===== config.mk =====
export PLATFORM = sky130hd
export DESIGN_NAME = ams_alert_mask
export DESIGN_NICKNAME = d
export VERILOG_FILES = /design/src/rtl/ams_pkg.sv /design/src/rtl/ams_alert_mask.sv /design/src/rtl/ams_alert_group.sv
export SDC_FILE = /design/constraint.sdc
export NUM_CORES = 1
export LEC_CHECK = 0
export ABC_AREA = 1
export BUFFER_PORTS_ARGS = -buffer_cell sky130_fd_sc_hd__buf_4
export CAP_MARGIN = 10
export CORE_MARGIN = 1.5
export CORE_UTILIZATION = 54
export DETAILED_ROUTE_END_ITERATION = 7
export PLACE_DENSITY_LB_ADDON = 0.05
export SLEW_MARGIN = 40
export SYNTH_ARGS = -nofsm -noshare
export SYNTH_HDL_FRONTEND = slang
export SYNTH_SLANG_ARGS = --single-unit

===== constraint.sdc =====
create_clock -name aclk -period 4.6 [get_ports aclk]
set_clock_uncertainty 0.2 [all_clocks]
set_input_delay 0.23 -clock aclk [delete_from_list [all_inputs] [get_ports aclk]]
set_output_delay 0.23 -clock aclk [all_outputs]
set_load 0.02 [all_outputs]

===== src/rtl/ams_pkg.sv =====
/*
 * Constants for the alert mask and channel select block: register
 * indices, field positions, reset values and bus answers.
 * Assumes an AXI4-Lite master with 32-bit data; each 8-bit register
 * sits in the low byte of one word at byte address four times its index.
 */
package ams_pkg;

   // Register indices; byte address is four times the index
   localparam logic [7:0] IDX_CHAN_SELECT = 8'h55;
   localparam logic [7:0] IDX_CONTROL = 8'h40;
   localparam logic [7:0] IDX_MEAS_CONFIG_2 = 8'h73;
   localparam logic [7:0] IDX_ALERT_MASK_1 = 8'h74;
   localparam logic [7:0] IDX_ALERT_MASK_2 = 8'h75;
   localparam logic [7:0] IDX_STATUS_1 = 8'h41;
   localparam logic [7:0] IDX_STATUS_2 = 8'h42;

   localparam int ADDR_W = 10;
   localparam int IDX_LSB = 2;

   // Reset values
   localparam logic [7:0] RST_MEAS_CONFIG_2 = 8'h00;
   localparam logic [7:0] RST_ALERT_MASK_1 = 8'h00;
   localparam logic [7:0] RST_ALERT_MASK_2 = 8'h00;
   localparam logic [7:0] RST_CHAN_SELECT = 8'h00;
   localparam logic [7:0] RST_CONTROL = 8'h00;

   // Measurement config 2 fields
   localparam int CFG2_SINGLE_CHANNEL_MODE = 6;
   localparam int CFG2_DETECT_LSB = 1;
   localparam int CFG2_DETECT_MSB = 3;

   // Channel select field, register 0x55
   localparam int CHSEL_LSB = 5;
   localparam int CHSEL_MSB = 7;

   // Control register fields
   localparam int CTL_ALERT_SELECT = 0;
   localparam int CTL_LOCK = 1;
   localparam int CTL_PIN21_VID = 2;
   localparam int CTL_PIN14_LSB = 3;
   localparam int CTL_PIN14_MSB = 4;

   // Shared pin 14 functions
   localparam logic [1:0] PIN14_TACHO = 2'h0;
   localparam logic [1:0] PIN14_THERMAL = 2'h1;
   localparam logic [1:0] PIN14_GPIO = 2'h2;

   // Alert mask 1 fields
   localparam int MASK1_SECOND_GROUP = 7;

   // Alert mask 2 fields
   localparam int MASK2_HIGH_SUPPLY_OR_VID = 0;
   localparam int MASK2_OVERTEMP = 1;
   localparam int MASK2_SHARED_PIN_EVENT = 5;

   // AXI answers
   localparam logic [1:0] RESP_OKAY = 2'h0;
   localparam logic [1:0] RESP_SLVERR = 2'h2;

endpackage : ams_pkg


===== src/rtl/ams_alert_mask.sv =====
/*
 * Alert masking and single-channel select block with an AXI4-Lite
 * register slave. Holds measurement config 2, channel select, two alert
 * masks, a control register and two status readback words, and drives
 * the shared alert / fan drive pin.
 * Assumes status inputs, fan drive and detect inputs come from logic on
 * aclk; the shared pin is resolved outside from out and oe.
 */
`timescale 1ns/100ps

module ams_alert_mask (
   input wire logic aclk,
   input wire logic aresetn,
   input wire logic [ams_pkg::ADDR_W-1:0] s_axi_awaddr,
   input wire logic s_axi_awvalid,
   output logic s_axi_awready,
   input wire logic [31:0] s_axi_wdata,
   input wire logic [3:0] s_axi_wstrb,
   input wire logic s_axi_wvalid,
   output logic s_axi_wready,
   output logic [1:0] s_axi_bresp,
   output logic s_axi_bvalid,
   input wire logic s_axi_bready,
   input wire logic [ams_pkg::ADDR_W-1:0] s_axi_araddr,
   input wire logic s_axi_arvalid,
   output logic s_axi_arready,
   output logic [31:0] s_axi_rdata,
   output logic [1:0] s_axi_rresp,
   output logic s_axi_rvalid,
   input wire logic s_axi_rready,
   input wire logic [7:0] group_one_status,
   input wire logic high_supply_fault,
   input wire logic voltage_id_bit_five_change,
   input wire logic overtemp_fault,
   input wire logic [2:0] fan_fault,
   input wire logic fourth_tacho_fault,
   input wire logic thermal_timer_limit,
   input wire logic gpio_asserted,
   input wire logic [1:0] diode_fault,
   input wire logic overtemp_limit_mask_src,
   input wire logic [2:0] fan_detect,
   input wire logic fan_drive,
   output logic single_channel_mode,
   output logic [2:0] channel_select,
   output logic alert_n,
   output logic shared_pin_out,
   output logic shared_pin_oe
);

   // Register storage
   logic [7:0] meas_config_2_reg;
   logic [7:0] chan_select_reg;
   logic [7:0] alert_mask_1_reg;
   logic [7:0] alert_mask_2_reg;
   logic [7:0] control_reg;

   // Write channel holding state
   logic aw_held_reg;
   logic w_held_reg;
   logic [7:0] aw_idx_reg;
   logic [7:0] w_data_reg;
   logic w_lane_reg;

   // Write decode
   logic [7:0] aw_idx;
   logic [7:0] w_idx;
   logic do_write;
   logic wr_en;
   logic wr_cfg2;
   logic wr_chsel;
   logic wr_mask1;
   logic wr_mask2;
   logic wr_ctl;
   logic wr_known;
   logic cfg2_locked;
   logic [7:0] cfg2_next;
   logic [7:0] mask2_next;
   logic [7:0] control_next;

   // Read decode
   logic [7:0] ar_idx;
   logic rd_take;
   logic rd_known;
   logic [7:0] rd_byte;

   // Status and alert
   logic [1:0] pin14_mode;
   logic pin21_vid;
   logic group_two_low;
   logic group_two_high;
   logic [7:0] group_two_status;
   logic [7:0] mask2_effective;
   logic [7:0] mask2_readback;
   logic [7:0] cfg2_readback;
   logic req_one;
   logic req_two;
   logic alert_any;

   // Index from byte address; low two address bits are ignored
   assign aw_idx = s_axi_awaddr[ams_pkg::IDX_LSB +: 8];
   assign ar_idx = s_axi_araddr[ams_pkg::IDX_LSB +: 8];

   // Write fires once both halves are held and no answer is pending
   assign do_write = aw_held_reg & w_held_reg & ~s_axi_bvalid;
   assign w_idx = aw_idx_reg;
   assign wr_en = do_write & w_lane_reg;
   assign wr_cfg2 = wr_en & (w_idx == ams_pkg::IDX_MEAS_CONFIG_2);
   assign wr_chsel = wr_en & (w_idx == ams_pkg::IDX_CHAN_SELECT);
   assign wr_mask1 = wr_en & (w_idx == ams_pkg::IDX_ALERT_MASK_1);
   assign wr_mask2 = wr_en & (w_idx == ams_pkg::IDX_ALERT_MASK_2);
   assign wr_ctl = wr_en & (w_idx == ams_pkg::IDX_CONTROL);
   assign wr_known = (w_idx == ams_pkg::IDX_MEAS_CONFIG_2)
      | (w_idx == ams_pkg::IDX_CHAN_SELECT)
      | (w_idx == ams_pkg::IDX_ALERT_MASK_1)
      | (w_idx == ams_pkg::IDX_ALERT_MASK_2)
      | (w_idx == ams_pkg::IDX_CONTROL)
      | (w_idx == ams_pkg::IDX_STATUS_1)
      | (w_idx == ams_pkg::IDX_STATUS_2);

   // Lock freezes config 2; the write still answers OKAY but is dropped
   assign cfg2_locked = control_reg[ams_pkg::CTL_LOCK];
   // Reserved bit 7 stores what the host writes back; detect bits are live
   assign cfg2_next = w_data_reg;
   // Overtemperature mask bit is never taken from the bus
   assign mask2_next = {w_data_reg[7:2], 1'b0, w_data_reg[0]};
   // Lock is sticky: software can set it but only reset clears it
   assign control_next = {w_data_reg[7:2], w_data_reg[1] | control_reg[ams_pkg::CTL_LOCK],
      w_data_reg[0]};

   // Field views of the control register
   assign pin14_mode = control_reg[ams_pkg::CTL_PIN14_MSB:ams_pkg::CTL_PIN14_LSB];
   assign pin21_vid = control_reg[ams_pkg::CTL_PIN21_VID];

   // Group two bit 0 follows the pin 21 function
   assign group_two_low = pin21_vid ? voltage_id_bit_five_change
      : high_supply_fault;
   // Group two bit 5 follows the pin 14 function; a reserved code is silent
   assign group_two_high = (pin14_mode == ams_pkg::PIN14_TACHO) ? fourth_tacho_fault
      : (pin14_mode == ams_pkg::PIN14_THERMAL) ? thermal_timer_limit
      : (pin14_mode == ams_pkg::PIN14_GPIO) ? gpio_asserted
      : 1'b0;
   assign group_two_status = {diode_fault, group_two_high, fan_fault, overtemp_fault,
      group_two_low};

   // Read-only overtemperature mask bit comes from the thermal logic
   assign mask2_readback = {alert_mask_2_reg[7:2], overtemp_limit_mask_src,
      alert_mask_2_reg[0]};
   // Mask 1 bit 7 covers every group two source at once
   assign mask2_effective = mask2_readback
      | {8{alert_mask_1_reg[ams_pkg::MASK1_SECOND_GROUP]}};

   assign cfg2_readback = {meas_config_2_reg[7:4], fan_detect, meas_config_2_reg[0]};

   // Group one: per-bit masks, bit positions match the source order
   ams_alert_group #(
      .WIDTH(8)
   ) u_group_one (
      .aclk(aclk),
      .aresetn(aresetn),
      .status(group_one_status),
      .mask(alert_mask_1_reg),
      .request(req_one)
   );

   // Group two, pin-function dependent sources already steered in
   ams_alert_group #(
      .WIDTH(8)
   ) u_group_two (
      .aclk(aclk),
      .aresetn(aresetn),
      .status(group_two_status),
      .mask(mask2_effective),
      .request(req_two)
   );

   assign alert_any = req_one | req_two;

   // Read decode; status words show raw conditions, masks do not touch them
   assign rd_take = s_axi_arvalid & s_axi_arready;
   assign rd_known = (ar_idx == ams_pkg::IDX_MEAS_CONFIG_2)
      | (ar_idx == ams_pkg::IDX_CHAN_SELECT)
      | (ar_idx == ams_pkg::IDX_ALERT_MASK_1)
      | (ar_idx == ams_pkg::IDX_ALERT_MASK_2)
      | (ar_idx == ams_pkg::IDX_CONTROL)
      | (ar_idx == ams_pkg::IDX_STATUS_1)
      | (ar_idx == ams_pkg::IDX_STATUS_2);
   assign rd_byte = (ar_idx == ams_pkg::IDX_MEAS_CONFIG_2) ? cfg2_readback
      : (ar_idx == ams_pkg::IDX_CHAN_SELECT) ? chan_select_reg
      : (ar_idx == ams_pkg::IDX_ALERT_MASK_1) ? alert_mask_1_reg
      : (ar_idx == ams_pkg::IDX_ALERT_MASK_2) ? mask2_readback
      : (ar_idx == ams_pkg::IDX_CONTROL) ? control_reg
      : (ar_idx == ams_pkg::IDX_STATUS_1) ? group_one_status
      : (ar_idx == ams_pkg::IDX_STATUS_2) ? group_two_status
      : 8'h00;

   // Write address channel: one address held until the write completes
   always_ff @(posedge aclk)
   begin
      if (!aresetn)
      begin
         aw_held_reg <= 1'b0;
         aw_idx_reg <= 8'h00;
         s_axi_awready <= 1'b1;
      end
      else if (s_axi_awvalid & s_axi_awready)
      begin
         aw_held_reg <= 1'b1;
         aw_idx_reg <= aw_idx;
         s_axi_awready <= 1'b0;
      end
      else if (s_axi_bvalid & s_axi_bready)
      begin
         aw_held_reg <= 1'b0;
         s_axi_awready <= 1'b1;
      end
   end

   // Write data channel, independent of the address
   always_ff @(posedge aclk)
   begin
      if (!aresetn)
      begin
         w_held_reg <= 1'b0;
         w_data_reg <= 8'h00;
         w_lane_reg <= 1'b0;
         s_axi_wready <= 1'b1;
      end
      else if (s_axi_wvalid & s_axi_wready)
      begin
         w_held_reg <= 1'b1;
         w_data_reg <= s_axi_wdata[7:0];
         w_lane_reg <= s_axi_wstrb[0]; // Only the low lane carries a register
         s_axi_wready <= 1'b0;
      end
      else if (s_axi_bvalid & s_axi_bready)
      begin
         w_held_reg <= 1'b0;
         s_axi_wready <= 1'b1;
      end
   end

   // Write response; unmapped index answers SLVERR
   always_ff @(posedge aclk)
   begin
      if (!aresetn)
      begin
         s_axi_bvalid <= 1'b0;
         s_axi_bresp <= ams_pkg::RESP_OKAY;
      end
      else if (do_write)
      begin
         s_axi_bvalid <= 1'b1;
         s_axi_bresp <= wr_known ? ams_pkg::RESP_OKAY : ams_pkg::RESP_SLVERR;
      end
      else if (s_axi_bready)
         s_axi_bvalid <= 1'b0;
   end

   // Config 2 and channel select
   always_ff @(posedge aclk)
   begin
      if (!aresetn)
      begin
         meas_config_2_reg <= ams_pkg::RST_MEAS_CONFIG_2;
         chan_select_reg <= ams_pkg::RST_CHAN_SELECT;
      end
      else
      begin
         if (wr_cfg2 & ~cfg2_locked)
            meas_config_2_reg <= cfg2_next;
         if (wr_chsel)
            chan_select_reg <= w_data_reg;
      end
   end

   // Mask and control registers
   always_ff @(posedge aclk)
   begin
      if (!aresetn)
      begin
         alert_mask_1_reg <= ams_pkg::RST_ALERT_MASK_1;
         alert_mask_2_reg <= ams_pkg::RST_ALERT_MASK_2;
         control_reg <= ams_pkg::RST_CONTROL;
      end
      else
      begin
         if (wr_mask1)
            alert_mask_1_reg <= w_data_reg;
         if (wr_mask2)
            alert_mask_2_reg <= mask2_next;
         if (wr_ctl)
            control_reg <= control_next;
      end
   end

   // Read channel: data one cycle after the address is taken
   always_ff @(posedge aclk)
   begin
      if (!aresetn)
      begin
         s_axi_arready <= 1'b1;
         s_axi_rvalid <= 1'b0;
         s_axi_rdata <= 32'h0000_0000;
         s_axi_rresp <= ams_pkg::RESP_OKAY;
      end
      else if (rd_take)
      begin
         s_axi_arready <= 1'b0;
         s_axi_rvalid <= 1'b1;
         s_axi_rdata <= {24'h00_0000, rd_byte};
         s_axi_rresp <= rd_known ? ams_pkg::RESP_OKAY : ams_pkg::RESP_SLVERR;
      end
      else if (s_axi_rvalid & s_axi_rready)
      begin
         s_axi_arready <= 1'b1;
         s_axi_rvalid <= 1'b0;
      end
   end

   // Converter controls; the sequencer reads these as plain levels
   always_ff @(posedge aclk)
   begin
      if (!aresetn)
      begin
         single_channel_mode <= 1'b0;
         channel_select <= 3'h0;
      end
      else
      begin
         single_channel_mode <= meas_config_2_reg[ams_pkg::CFG2_SINGLE_CHANNEL_MODE];
         channel_select <= chan_select_reg[ams_pkg::CHSEL_MSB:ams_pkg::CHSEL_LSB];
      end
   end

   // Shared pin: open-drain alert pulls low only, fan drive is push-pull
   always_ff @(posedge aclk)
   begin
      if (!aresetn)
      begin
         alert_n <= 1'b1;
         shared_pin_out <= 1'b0;
         shared_pin_oe <= 1'b0;
      end
      else
      begin
         alert_n <= ~alert_any;
         if (control_reg[ams_pkg::CTL_ALERT_SELECT])
         begin
            shared_pin_out <= 1'b0;
            shared_pin_oe <= alert_any;
         end
         else
         begin
            shared_pin_out <= fan_drive;
            shared_pin_oe <= 1'b1;
         end
      end
   end

endmodule : ams_alert_mask


===== src/rtl/ams_alert_group.sv =====
/*
 * One group of alert sources gated by its mask, answered as a single
 * registered request line.
 * Assumes status and mask come from logic on the same clock.
 */
`timescale 1ns/100ps

module ams_alert_group #(
   parameter int WIDTH = 8
) (
   input wire logic aclk,
   input wire logic aresetn,
   input wire logic [WIDTH-1:0] status,
   input wire logic [WIDTH-1:0] mask,
   output logic request
);

   logic request_next;

   // Only unmasked sources count; the status itself is never altered
   assign request_next = |(status & ~mask);

   // Registered so the pin sees a clean level
   always_ff @(posedge aclk)
   begin
      if (!aresetn)
         request <= 1'b0;
      else
         request <= request_next;
   end

endmodule : ams_alert_group


Word level (Yosys, flattened, before mapping)

Index checks and enable logic that the tools add are counted.

Word-level logic and storage cells: 112
Input port bits: 87
Bits in read-only memories: 0
Memories: 0
Output and inout port bits: 48
Latch bits: 0
RAM bits: 0
Register bits: 84

Shift-type cells: 0
Add/subtract/negate cells: 0
Order comparisons: 0
Equality and inequality tests: 16
Bitwise gates (word level): 37
Reductions and logical operators: 8
Muxes and demuxes: 26
Divide/modulo/power cells: 0
Multipliers: 0

Operator list:

| kind                 | count |
|---|---|
| $eq A8 B7 Y1 const B | 14 |
| $mux W8              | 7 |
| $mux W1              | 17 |
| $and A8 B8 Y8        | 2 |
| $not A8 Y8           | 2 |
| $reduce_or A8 Y1     | 2 |
| $and A1 B1 Y1        | 14 |
| $or A1 B1 Y1         | 14 |
| $or A8 B8 Y8         | 1 |
| $reduce_bool A2 Y1   | 4 |
| $mux W2              | 2 |
| $not A1 Y1           | 4 |
| $eq A2 B1 Y1 const B | 1 |
| $eq A2 B2 Y1 const B | 1 |
| $logic_not A2 Y1     | 1 |
| $reduce_or A2 Y1     | 1 |

Logic depth before layout (Yosys ltp)

Gate-level depths: netlist of the first run.

Depth in word-level cells: 11
Gate-level depth with buffers: 12
Depth with buffers taken out: 11

Hierarchy

Synthesis of the first run repeated with hierarchy kept, for this count alone.

Cells, all modules: 553
Area total of the unflattened synthesis: 3,860.0 um^2

By module, submodules not included:

| module          | seq. area each (um^2) | area an instance (um^2) | times used | cells each |
|---|---|---|---|---|
| ams_alert_mask  | 1,541.5               | 3,637.2                 | 1          | 503 |
| ams_alert_group | 20.0                  | 111.4                   | 2          | 25 |

Worst setup path after synthesis of the first run

OpenSTA, ideal clock, no wires.

Path kind: register -> register
Start point: register s_axi_bvalid
End point: register chan_select_reg[0]
Library setup time: 80 ps
Period minus slack after synthesis: 1,612 ps
Arrival time: 1,333 ps
Data required time: 4,320 ps
Buffers on the path: 1
Stages on the path, launching flop included: 7
Slack: 2,988 ps
Cell sequence: dfxtp_1 > nor2_4 > nand2_4 > nor3b_4 > buf_6 > nor2_1 > a211oi_2

Word-level cells in the longest chain between the ends: 4

RTL lines:

| item                     | line                  | source |
|---|---|---|
| start: declaration       | ams_alert_mask.sv:22  | `output logic s_axi_bvalid,` |
| start signal: assignment | ams_alert_mask.sv:247 | `s_axi_bvalid <= 1'b0;` |
| start signal: assignment | ams_alert_mask.sv:252 | `s_axi_bvalid <= 1'b1;` |
| start signal: assignment | ams_alert_mask.sv:256 | `s_axi_bvalid <= 1'b0;` |
| $not A1 Y1               | ams_alert_mask.sv:104 | `assign do_write = aw_held_reg & w_held_reg & ~s_axi_bvalid;` |
| $and A1 B1 Y1            | ams_alert_mask.sv:104 |  |
| $and A1 B1 Y1            | ams_alert_mask.sv:106 | `assign wr_en = do_write & w_lane_reg;` |
| $and A1 B1 Y1            | ams_alert_mask.sv:108 | `assign wr_chsel = wr_en & (w_idx == ams_pkg::IDX_CHAN_SELECT);` |
| end signal: assignment   | ams_alert_mask.sv:265 | `chan_select_reg <= ams_pkg::RST_CHAN_SELECT;` |
| end signal: assignment   | ams_alert_mask.sv:272 | `chan_select_reg <= w_data_reg;` |
| end: declaration         | ams_alert_mask.sv:52  | `logic [7:0] chan_select_reg;` |

Every way passes these cells.
A chain may end at the register's enable or synchronous reset.

Worst setup path in the final report of the first run

Start point: register s_axi_wready
End point: register w_lane_reg

Word-level cells in the longest chain between the ends: 1

RTL lines:

| item                     | line                  | source |
|---|---|---|
| start: declaration       | ams_alert_mask.sv:20  | `output logic s_axi_wready,` |
| start signal: assignment | ams_alert_mask.sv:226 | `s_axi_wready <= 1'b1;` |
| start signal: assignment | ams_alert_mask.sv:233 | `s_axi_wready <= 1'b0;` |
| start signal: assignment | ams_alert_mask.sv:238 | `s_axi_wready <= 1'b1;` |
| $and A1 B1 Y1            | ams_alert_mask.sv:228 | `else if (s_axi_wvalid & s_axi_wready)` |
| end signal: assignment   | ams_alert_mask.sv:232 | `w_lane_reg <= s_axi_wstrb[0];` |
| end: declaration         | ams_alert_mask.sv:62  | `logic w_lane_reg;` |

Every way passes these cells.

==> metrics.cfg, run 1 <==
[floorplanning]
row_count=30
die_width_um=87.52
coreArea_um2=6869
die_y_um=87.52
dieArea_um2=7660
initial_core_util=0.5616
io_pins=135

[sta]
grt_setup_unrepaired=no
setup_violations=0
drv_slew=0
finalHoldViolations=0
slew_headroom=0.5426
timing.final.crit_share=0.4286
fmaxAchievable_mhz=507.2
fin_setup_tns_ns=0
min_period_ns=1.972
worstMarginPinSlew_ns=0.6854

[critical_path]
cp-start-kind=flip-flop
path_buf_inv=1
path_max_fanout=19
crit_required_ns=4.64
path_cells=nand2_1, o21ai_0, nor2_1, dlygate4sd3_1
crit_family=buffers and inverters
end_kind=flip-flop
arrival_ns=2.02
cp_slowest_stage_delay_ns=0.55
cp_slowest_cell=dlygate4sd3_1
crit_type=reg2reg

[synthesis]
yosysMostFrequentCell=nor2_1
synth_area_leader_cell=dfxtp_1
netlist_instances=538
ys_types=32
synthTopCellsByCount=nor2_1, nand2_1, dfxtp_1
synth_edf_count=0
yosys_warnings=0
syn_area_um2=3857
seq_area_frac_synth=0.4100
syn_avg_cell_area_um2=7.170
synth-seq-cells=79
synth_ff_type=dfxtp_1
synth.area.top_cells=dfxtp_1, nor2_1, nand2_1, inv_1, nand3_1
async_reset_ff_frac=0
synth.top_cell.area_share=0.4100

[clock_network]
h-tree-depth=3
cts_tree=yes
cts_root_buffer=clkbuf_8
clkLatencyLatePin_ns=0.35
cts_buffers=9
cts.sinks=79
postCtsSetupBuffers=0
clockBufferDepth=2
clkSlewWorstSetupHoldPaths_ns=0.09

[global_route]
antenna_found_initial=0
grt_usage=0.2816
grt_overflow=0
grt_max_degree=46
first_global_vias=3474
grt_pass1_wl_um=16620

[pwr]
powerDensity_nw_per_um2=303.8
ir_drop_v=0.0002439
leakage_nw=2.226

[placed_design]
numPortBuffers=77
dp_hpwl_um=7173
dpl-instance-area_um2=4358
dp.cells=693
place_congestion=0.8835

[detailed_routing]
drc=0
via_per_inst=5.024
antenna_left=0
drt_iter0_drc=222
dr.pass1.iters=4
vias=3698
wl_per_cell_um=13.86
routed_wl_um=10200

[final_layout]
layout.cells.non_filler=736
area_growth_pct=25.33
n_antenna_cell=0
fin_nets=722
fin_area_um2=4835
drive_gt1_frac=0.1828

[flow_run]
maxCapViolCount=0

[worst_hold_path]
hp-class=in2reg

[run_status]
status=finished clean

[cell usage in the layout (no fill, tap or decap)]
cell type and instances:
or2_1 1, o22ai_1 5, a31oi_1 1, a21oi_1 26, dfxtp_1 79, o211ai_1 1
buf_4 77, clkinv_4 1, o21ai_1 1, clkbuf_1 1, nand2_4 1, o21ai_0 37
nor2_4 4, nor2_2 4, nand3_2 1, a221oi_1 2, nor3b_1 1, clkinv_2 1
nor3_1 3, nor2_1 96, inv_1 64, dlygate4sd3_1 27, nand2_1 82, clkinvlp_4 1
a211oi_1 26, nand4_1 2, nand3_1 42, nor3_2 1, a211oi_2 5, bufinv_16 1
nor3b_4 2, or2_2 4, clkbuf_8 10, conb_1 26, inv_6 2, nand2_2 2
[timing repair]
action                                 CTS  global route
hold buffers                            27             0
endpoints found under the hold margin   26             0
resized for setup                        0             0
[final timing paths]
check,startpoint,end,slack [ns],cells past startpoint
worst max-delay path,s_axi_wready$_SDFFE_PN1P_,w_lane_reg$_SDFFE_PN0P_,2.63,4
worst min register to register,u_group_one.request$_SDFF_PN0_,alert_n$_SDFF_PN1_,0.24,1
worst max register to register,s_axi_wready$_SDFFE_PN1P_,w_lane_reg$_SDFFE_PN0P_,2.63,4
worst min-delay path,aresetn,s_axi_arready$_SDFFE_PN1P_,0.02,2
[cell type report]
type	instances	area, um^2
Clock buffer	11	141.4
Clock inverter	5	63.81
Fill cell	602	2034
Inverter	65	245.2
Multi-Input combinational cell	376	1834
Sequential cell	79	1582
Tap cell	96	120.1
Timing Repair Buffer	104	848.3
[metal layers]
metal / global-route usage / up-vias / share of wire
met5: 0 / - / 0
met4: 0.09380 / 0 / 0.017
met3: 0.04645 / 20 / 0.049
met2: 0.4622 / 122 / 0.47
met1: 0.3781 / 1667 / 0.46
li1: - / 1889 / -
[cells by family after synthesis]
logic type / after synthesis / synth area share
compound gates: 104 / 0.1661
buf+inv: 108 / 0.1395
simple gates: 246 / 0.2835
other cells: 1 / 0.0009721
flops: 79 / 0.4100
[stage by stage]
step,hold slack (ns),total power [mW],setup slack (ns),utilization
6_report,0.02121,1.469,2.628,0.7038
5_1_grt,0.02832,1.524,2.460,0.7038
4_1_cts,0.01099,1.467,2.687,0.7036
3_5_place_dp,0.2324,0.9251,2.486,0.6344
3_3_place_gp,0.2264,0.9213,2.173,0.6341
2_1_floorplan,0.1889,0.8654,2.988,-
[where the power goes]
part | switching (mW) | internal, mW | leakage, nW | total, mW
registers | 0.0159 | 0.709 | 0.645 | 0.725
logic | 0.123 | 0.0843 | 1.48 | 0.207
clock network | 0.265 | 0.271 | 0.101 | 0.536
total | 0.404 | 1.06 | 2.23 | 1.47
(Power assumes the default switching activity.)
==> run 2, diff against run 1 <==
CORE_UTILIZATION = 45   (was 54)
clock period = 1.7 ns   (was 4.6 ns; I/O delays follow)
==> run 2 against run 1 <==
  * The flow now finishes with violations (setup timing)
  * Hold slack better by 0.017 ns
  * Design area grew 14%
  * Sequential power rose to 2.7 times the previous value
  * Sequential share of layout area fell by 3.8 points
  * Clock power grew to 2.9 times the previous value
  * Utilization down 3.9 points
  * Register-to-register slack lost 2.7 ns
  * First-iteration DRC count decreased by 26%
  * Critical path depth grew 6
  * Wire length up 11%
  * Setup slack worse by 2.7 ns
==> metrics.cfg, run 2 (synthesized netlist as in run 1, its figures left out) <==
[sta]
slew_headroom=0.6677
finalHoldViolations=0
grt_setup_unrepaired=yes
drv_slew=0
worstMarginPinSlew_ns=0.4973
min_period_ns=1.749
worst_hold_slack_ns=0.03825
setup_violations=9
timing.final.crit_share=1.029
post-route-worst-setup-slack_ns=-0.04902
fmaxAchievable_mhz=571.7

[clock_network]
cts_tree=yes
clockBufferDepth=2
h-tree-depth=3
cts.sinks=79
cts_root_buffer=clkbuf_8
cts_buffers=9
clkSlewWorstSetupHoldPaths_ns=0.09
clkLatencyLatePin_ns=0.36

[critical_path]
arrival_ns=1.78
path_max_fanout=7
crit_type=reg2reg
reg2reg_depth=10
cp_slowest_cell=dfxtp_2
path_cells=inv_2, nor2_4, buf_6, nand2_4, nor3_4, nand2_2, nor2_4, buf_6, clkbuf_16, a211oi_2
cp-start-kind=flip-flop
end_kind=flip-flop
ff2ff_setup_slack_ns=-0.05
regToRegEndpoint=control_reg[6]$_SDFFE_PN0P_
cp_slowest_stage_delay_ns=0.33
reg2reg_from=aw_idx_reg[6]$_SDFFE_PN0P_
crit_required_ns=1.73

[final_layout]
layout_commonest_cell=buf_4
fin_nets=769
area_growth_pct=42.26
drive_gt1_frac=0.2591
fin_area_um2=5488
n_antenna_cell=0
layout_common_cells=buf_4, nor2_1, nand2_1, dfxtp_1, inv_1

[detailed_routing]
drt_iter0_drc=165
antenna_left=0
drc=0
vias=3857
routed_wl_um=11330
via_per_inst=4.870
wl_per_cell_um=14.30
dr.pass1.iters=4

[worst_hold_path]
hp-class=in2reg
hp-start=voltage_id_bit_five_change
min_to=u_group_two.request$_SDFF_PN0_
holdPathStages=7

[global_route]
grt_overflow=0
grt_pass1_wl_um=17050
grt_usage=0.2474
first_global_vias=3455
grt_max_degree=37
antenna_found_initial=0

[flow_run]
maxCapViolCount=0

[floorplanning]
die_width_um=95.59
coreArea_um2=8258
io_pins=135
row_count=33
dieArea_um2=9136
die_y_um=95.59
initial_core_util=0.4671

[pwr]
powerDensity_nw_per_um2=764.3
finalPower_mw=4.194
ir_drop_v=0.0005065
leakage_nw=2.520

[run_status]
violations=setup timing
status=complete, but fails checks

[placed_design]
place_congestion=0.9001
numPortBuffers=77
dpl-instance-area_um2=4647
dp_hpwl_um=7941

## run 2: cell types whose count changed in the layout (fill, tap and decap cells not counted), sizes merged
cell / delta
bufinv: +1
inv: +2
dlygate4sd3: +11
clkinvlp: -1
buf: +34
## run 2: timing repair
item / in CTS / in global routing
resized for setup: 0 / 43
setup buffers: 0 / 5
hold endpoints to repair: 35 / 0
endpoints found under the setup margin: 0 / 32
hold buffers: 39 / 0
## run 2: metal layers
layer	GRT usage	part of all wire	vias to the layer above
li1	-	-	1984
met5	0	0	-
met4	0.07475	0.016	0
met2	0.4102	0.47	131
met3	0.03110	0.058	20
met1	0.3338	0.46	1722
## run 2: worst max-delay path: cells and delay by family, from the launching register on
family	cells	cell delay [ns]
AOI/OAI and AO/OA	1	0.06
buffers and inverters	4	0.42
and+or+nand+nor	5	0.60
DFF	1	0.33
## run 2: area by class of cell
| type | count | area, um^2 |
|---|---|---|
| Clock buffer | 9 | 123.9 |
| Timing Repair Buffer | 151 | 1345 |
| Multi-Input combinational cell | 376 | 1957 |
| Clock inverter | 7 | 102.6 |
| Sequential cell | 79 | 1584 |
| Fill cell | 731 | 2770 |
| Inverter | 65 | 244.0 |
| Tap cell | 105 | 131.4 |
## run 2: stage by stage
step                worst slack, ns  utilization  std cells  setup TNS [ns]
global route                -0.1499       0.6645        792          -2.894
floorplan                   0.08786            -        563               0
CTS                         0.04225       0.6374        786               0
finish                     -0.04902       0.6645        792         -0.2724
detailed placement          0.06393       0.5627        731               0
global placement            0.06676       0.5627        731               0
## run 2: worst max path at each step
stage | start | end | slack [ns] | depth (start not counted)
after detailed placement | aw_idx_reg[2]$_SDFFE_PN0P_ | meas_config_2_reg[5]$_SDFFE_PN0P_ | 0.06 | 6
after global placement | aw_idx_reg[2]$_SDFFE_PN0P_ | meas_config_2_reg[5]$_SDFFE_PN0P_ | 0.07 | 6
after CTS | aw_idx_reg[6]$_SDFFE_PN0P_ | chan_select_reg[3]$_SDFFE_PN0P_ | 0.04 | 8
final | aw_idx_reg[6]$_SDFFE_PN0P_ | control_reg[6]$_SDFFE_PN0P_ | -0.05 | 10
after floorplan | s_axi_bvalid$_SDFFE_PN0P_ | chan_select_reg[0]$_SDFFE_PN0P_ | 0.09 | 6
after global routing | aw_idx_reg[6]$_SDFFE_PN0P_ | control_reg[2]$_SDFFE_PN0P_ | -0.15 | 10
## run 2: power by group
group | switching [mW] | leakage, nW | internal, mW
clock network | 0.735 | 0.116 | 0.847
logic | 0.360 | 1.76 | 0.287
registers | 0.0442 | 0.646 | 1.92
total | 1.14 | 2.52 | 3.05
==> run 3, diff against run 2 <==
CORE_MARGIN = 2   (was 1.5)
==> run 3 against run 2 <==
  * Maximum frequency rose by 5.5%
  * Global-route usage decreased by 0.86 points
  * Count of clock-buffer cells in the layout up 2
  * Non-clock buffer count fell by 3
  * Combinational power down 4.6%
  * The flow now finishes without violations
  * Total power shrank 7.5%
  * Critical path depth down 3
  * First-iteration DRC count rose by 29%
  * Register-to-register slack gained 0.09 ns
  * Die area rose by 2.1%
  * Via count down 0.36%
  * Sequential cell count did not move
==> metrics.cfg, run 3 (synthesized netlist as in run 1, its figures left out) <==
[floorplanning]
io_pins=135
die_y_um=96.59
dieArea_um2=9329
initial_core_util=0.4671
coreArea_um2=8258
die_width_um=96.59
row_count=33

[final_layout]
fin_nets=766
layout_commonest_cell=buf_4
n_antenna_cell=0
drive_gt1_frac=0.2518
layout.cells.non_filler=788
area_growth_pct=38.14
layout_common_cells=buf_4, nor2_1, nand2_1, dfxtp_1, inv_1

[global_route]
grt_use_met1=0.3098
gr-usage-met2=0.3900
grt_pass1_wl_um=16750
grt_usage=0.2388
antenna_found_initial=0
use_met3=0.05896
top_usage_layer=met2
grt_overflow=0
first_global_vias=3482
grt_max_degree=36

[detailed_routing]
dr.pass1.iters=4
routed_wl_um=10880
antenna_left=0
vias=3843
via_per_inst=4.877
drt_iter0_drc=213
wl_per_cell_um=13.81
drc=0

[clock_network]
cts_buffers=9
clkSlewWorstSetupHoldPaths_ns=0.08
cts.sinks=79
cts_tree=yes
clkLatencyLatePin_ns=0.35
clockBufferDepth=2
h-tree-depth=3
cts_root_buffer=clkbuf_8

[sta]
min_period_ns=1.657
fmaxAchievable_mhz=603.5
finalHoldViolations=0
setup_violations=0
timing.final.crit_share=0.9748
fin_setup_tns_ns=0
worst_hold_slack_ns=0.009387
grt_setup_unrepaired=yes
drv_slew=0
post-route-worst-setup-slack_ns=0.04292

[run_status]
status=finished clean

[flow_run]
maxCapViolCount=0

[critical_path]
end_kind=flip-flop
crit_required_ns=1.76
reg2reg_from=aw_idx_reg[3]$_SDFFE_PN0P_
ff2ff_setup_slack_ns=0.04
arrival_ns=1.72
crit_type=reg2reg
reg2reg_depth=7
cp-start-kind=flip-flop
regToRegEndpoint=control_reg[2]$_SDFFE_PN0P_
path_max_fanout=15

[pwr]
p_switching_mw=1.088
ir_drop_v=0.0005130
p_comb_frac=0.159
powerDensity_nw_per_um2=728.3
finalPower_mw=3.881
leakage_nw=2.455
clock_power_share=0.335
sw_frac_of_total=0.2803
pwr-share-seq=0.506
p_int_mw=2.793

[worst_hold_path]
hp-start=high_supply_fault
holdPathStages=7
min_to=u_group_two.request$_SDFF_PN0_
hp-class=in2reg

[placed_design]
place_ws_ns=0.05546
dp.cells=731
numPortBuffers=77
dp_hpwl_um=8008
place_congestion=0.8685

[run 3: worst max-delay path by stage]
stage / startpoint / to / cells past startpoint
detailed placement: aw_idx_reg[2]$_SDFFE_PN0P_ / control_reg[7]$_SDFFE_PN0P_ / 7
finish: aw_idx_reg[3]$_SDFFE_PN0P_ / control_reg[2]$_SDFFE_PN0P_ / 7
CTS: aw_idx_reg[2]$_SDFFE_PN0P_ / control_reg[7]$_SDFFE_PN0P_ / 7
global route: aw_idx_reg[3]$_SDFFE_PN0P_ / meas_config_2_reg[4]$_SDFFE_PN0P_ / 8
floorplan: s_axi_bvalid$_SDFFE_PN0P_ / chan_select_reg[0]$_SDFFE_PN0P_ / 6
global placement: aw_idx_reg[6]$_SDFFE_PN0P_ / meas_config_2_reg[0]$_SDFFE_PN0P_ / 8
[run 3: worst max-delay path: stages, from the launching register on]
cell and delay [ns]:
dfxtp_2 0.32, or2_4 0.26, nor3_4 0.22, nand2_2 0.09, nor2_4 0.11, buf_12 0.15, nor2_1 0.05, a211oi_1 0.17
[run 3: area by class of cell]
| type | count | area [um^2] |
|---|---|---|
| fill | 784 | 2929 |
| multi-input combinational | 376 | 1908 |
| sequential | 79 | 1585 |
| timing repair buffer | 148 | 1280 |
| inverter | 65 | 244.0 |
| clock buffer | 11 | 151.4 |
| tap | 105 | 131.4 |
| clock inverter | 4 | 28.78 |
[run 3: power groups by stage]
stage / registers (mW) / clock network [mW] / logic [mW]
finish: 1.96 / 1.30 / 0.617
global route: 1.97 / 1.42 / 0.683
global placement: 2.00 / 0 / 0.526
detailed placement: 2.00 / 0 / 0.532
CTS: 1.96 / 1.32 / 0.597
floorplan: 2.03 / 0 / 0.307
[run 3: through the flow]
step | instance area [um^2] | util
2_1_floorplan | 3951 | -
3_3_place_gp | 4647 | 0.5627
3_5_place_dp | 4647 | 0.5627
4_1_cts | 5167 | 0.6258
5_1_grt | 5329 | 0.6453
6_report | 5329 | 0.6453
[run 3: timing repair]
item                                    in CTS  in global routing
endpoints found under the hold margin       37                  0
gates resized for setup                      0                 23
hold buffers                                34                  0
buffers inserted                             0                  7
endpoints found under the setup margin       0                 21
[run 3: routing by layer]
| layer | up-vias | routed length (um) |
|---|---|---|
| li1 | 1976 | - |
| met1 | 1710 | 4795 |
| met5 | - | 0 |
| met4 | 0 | 210 |
| met3 | 19 | 846 |
| met2 | 138 | 5031 |
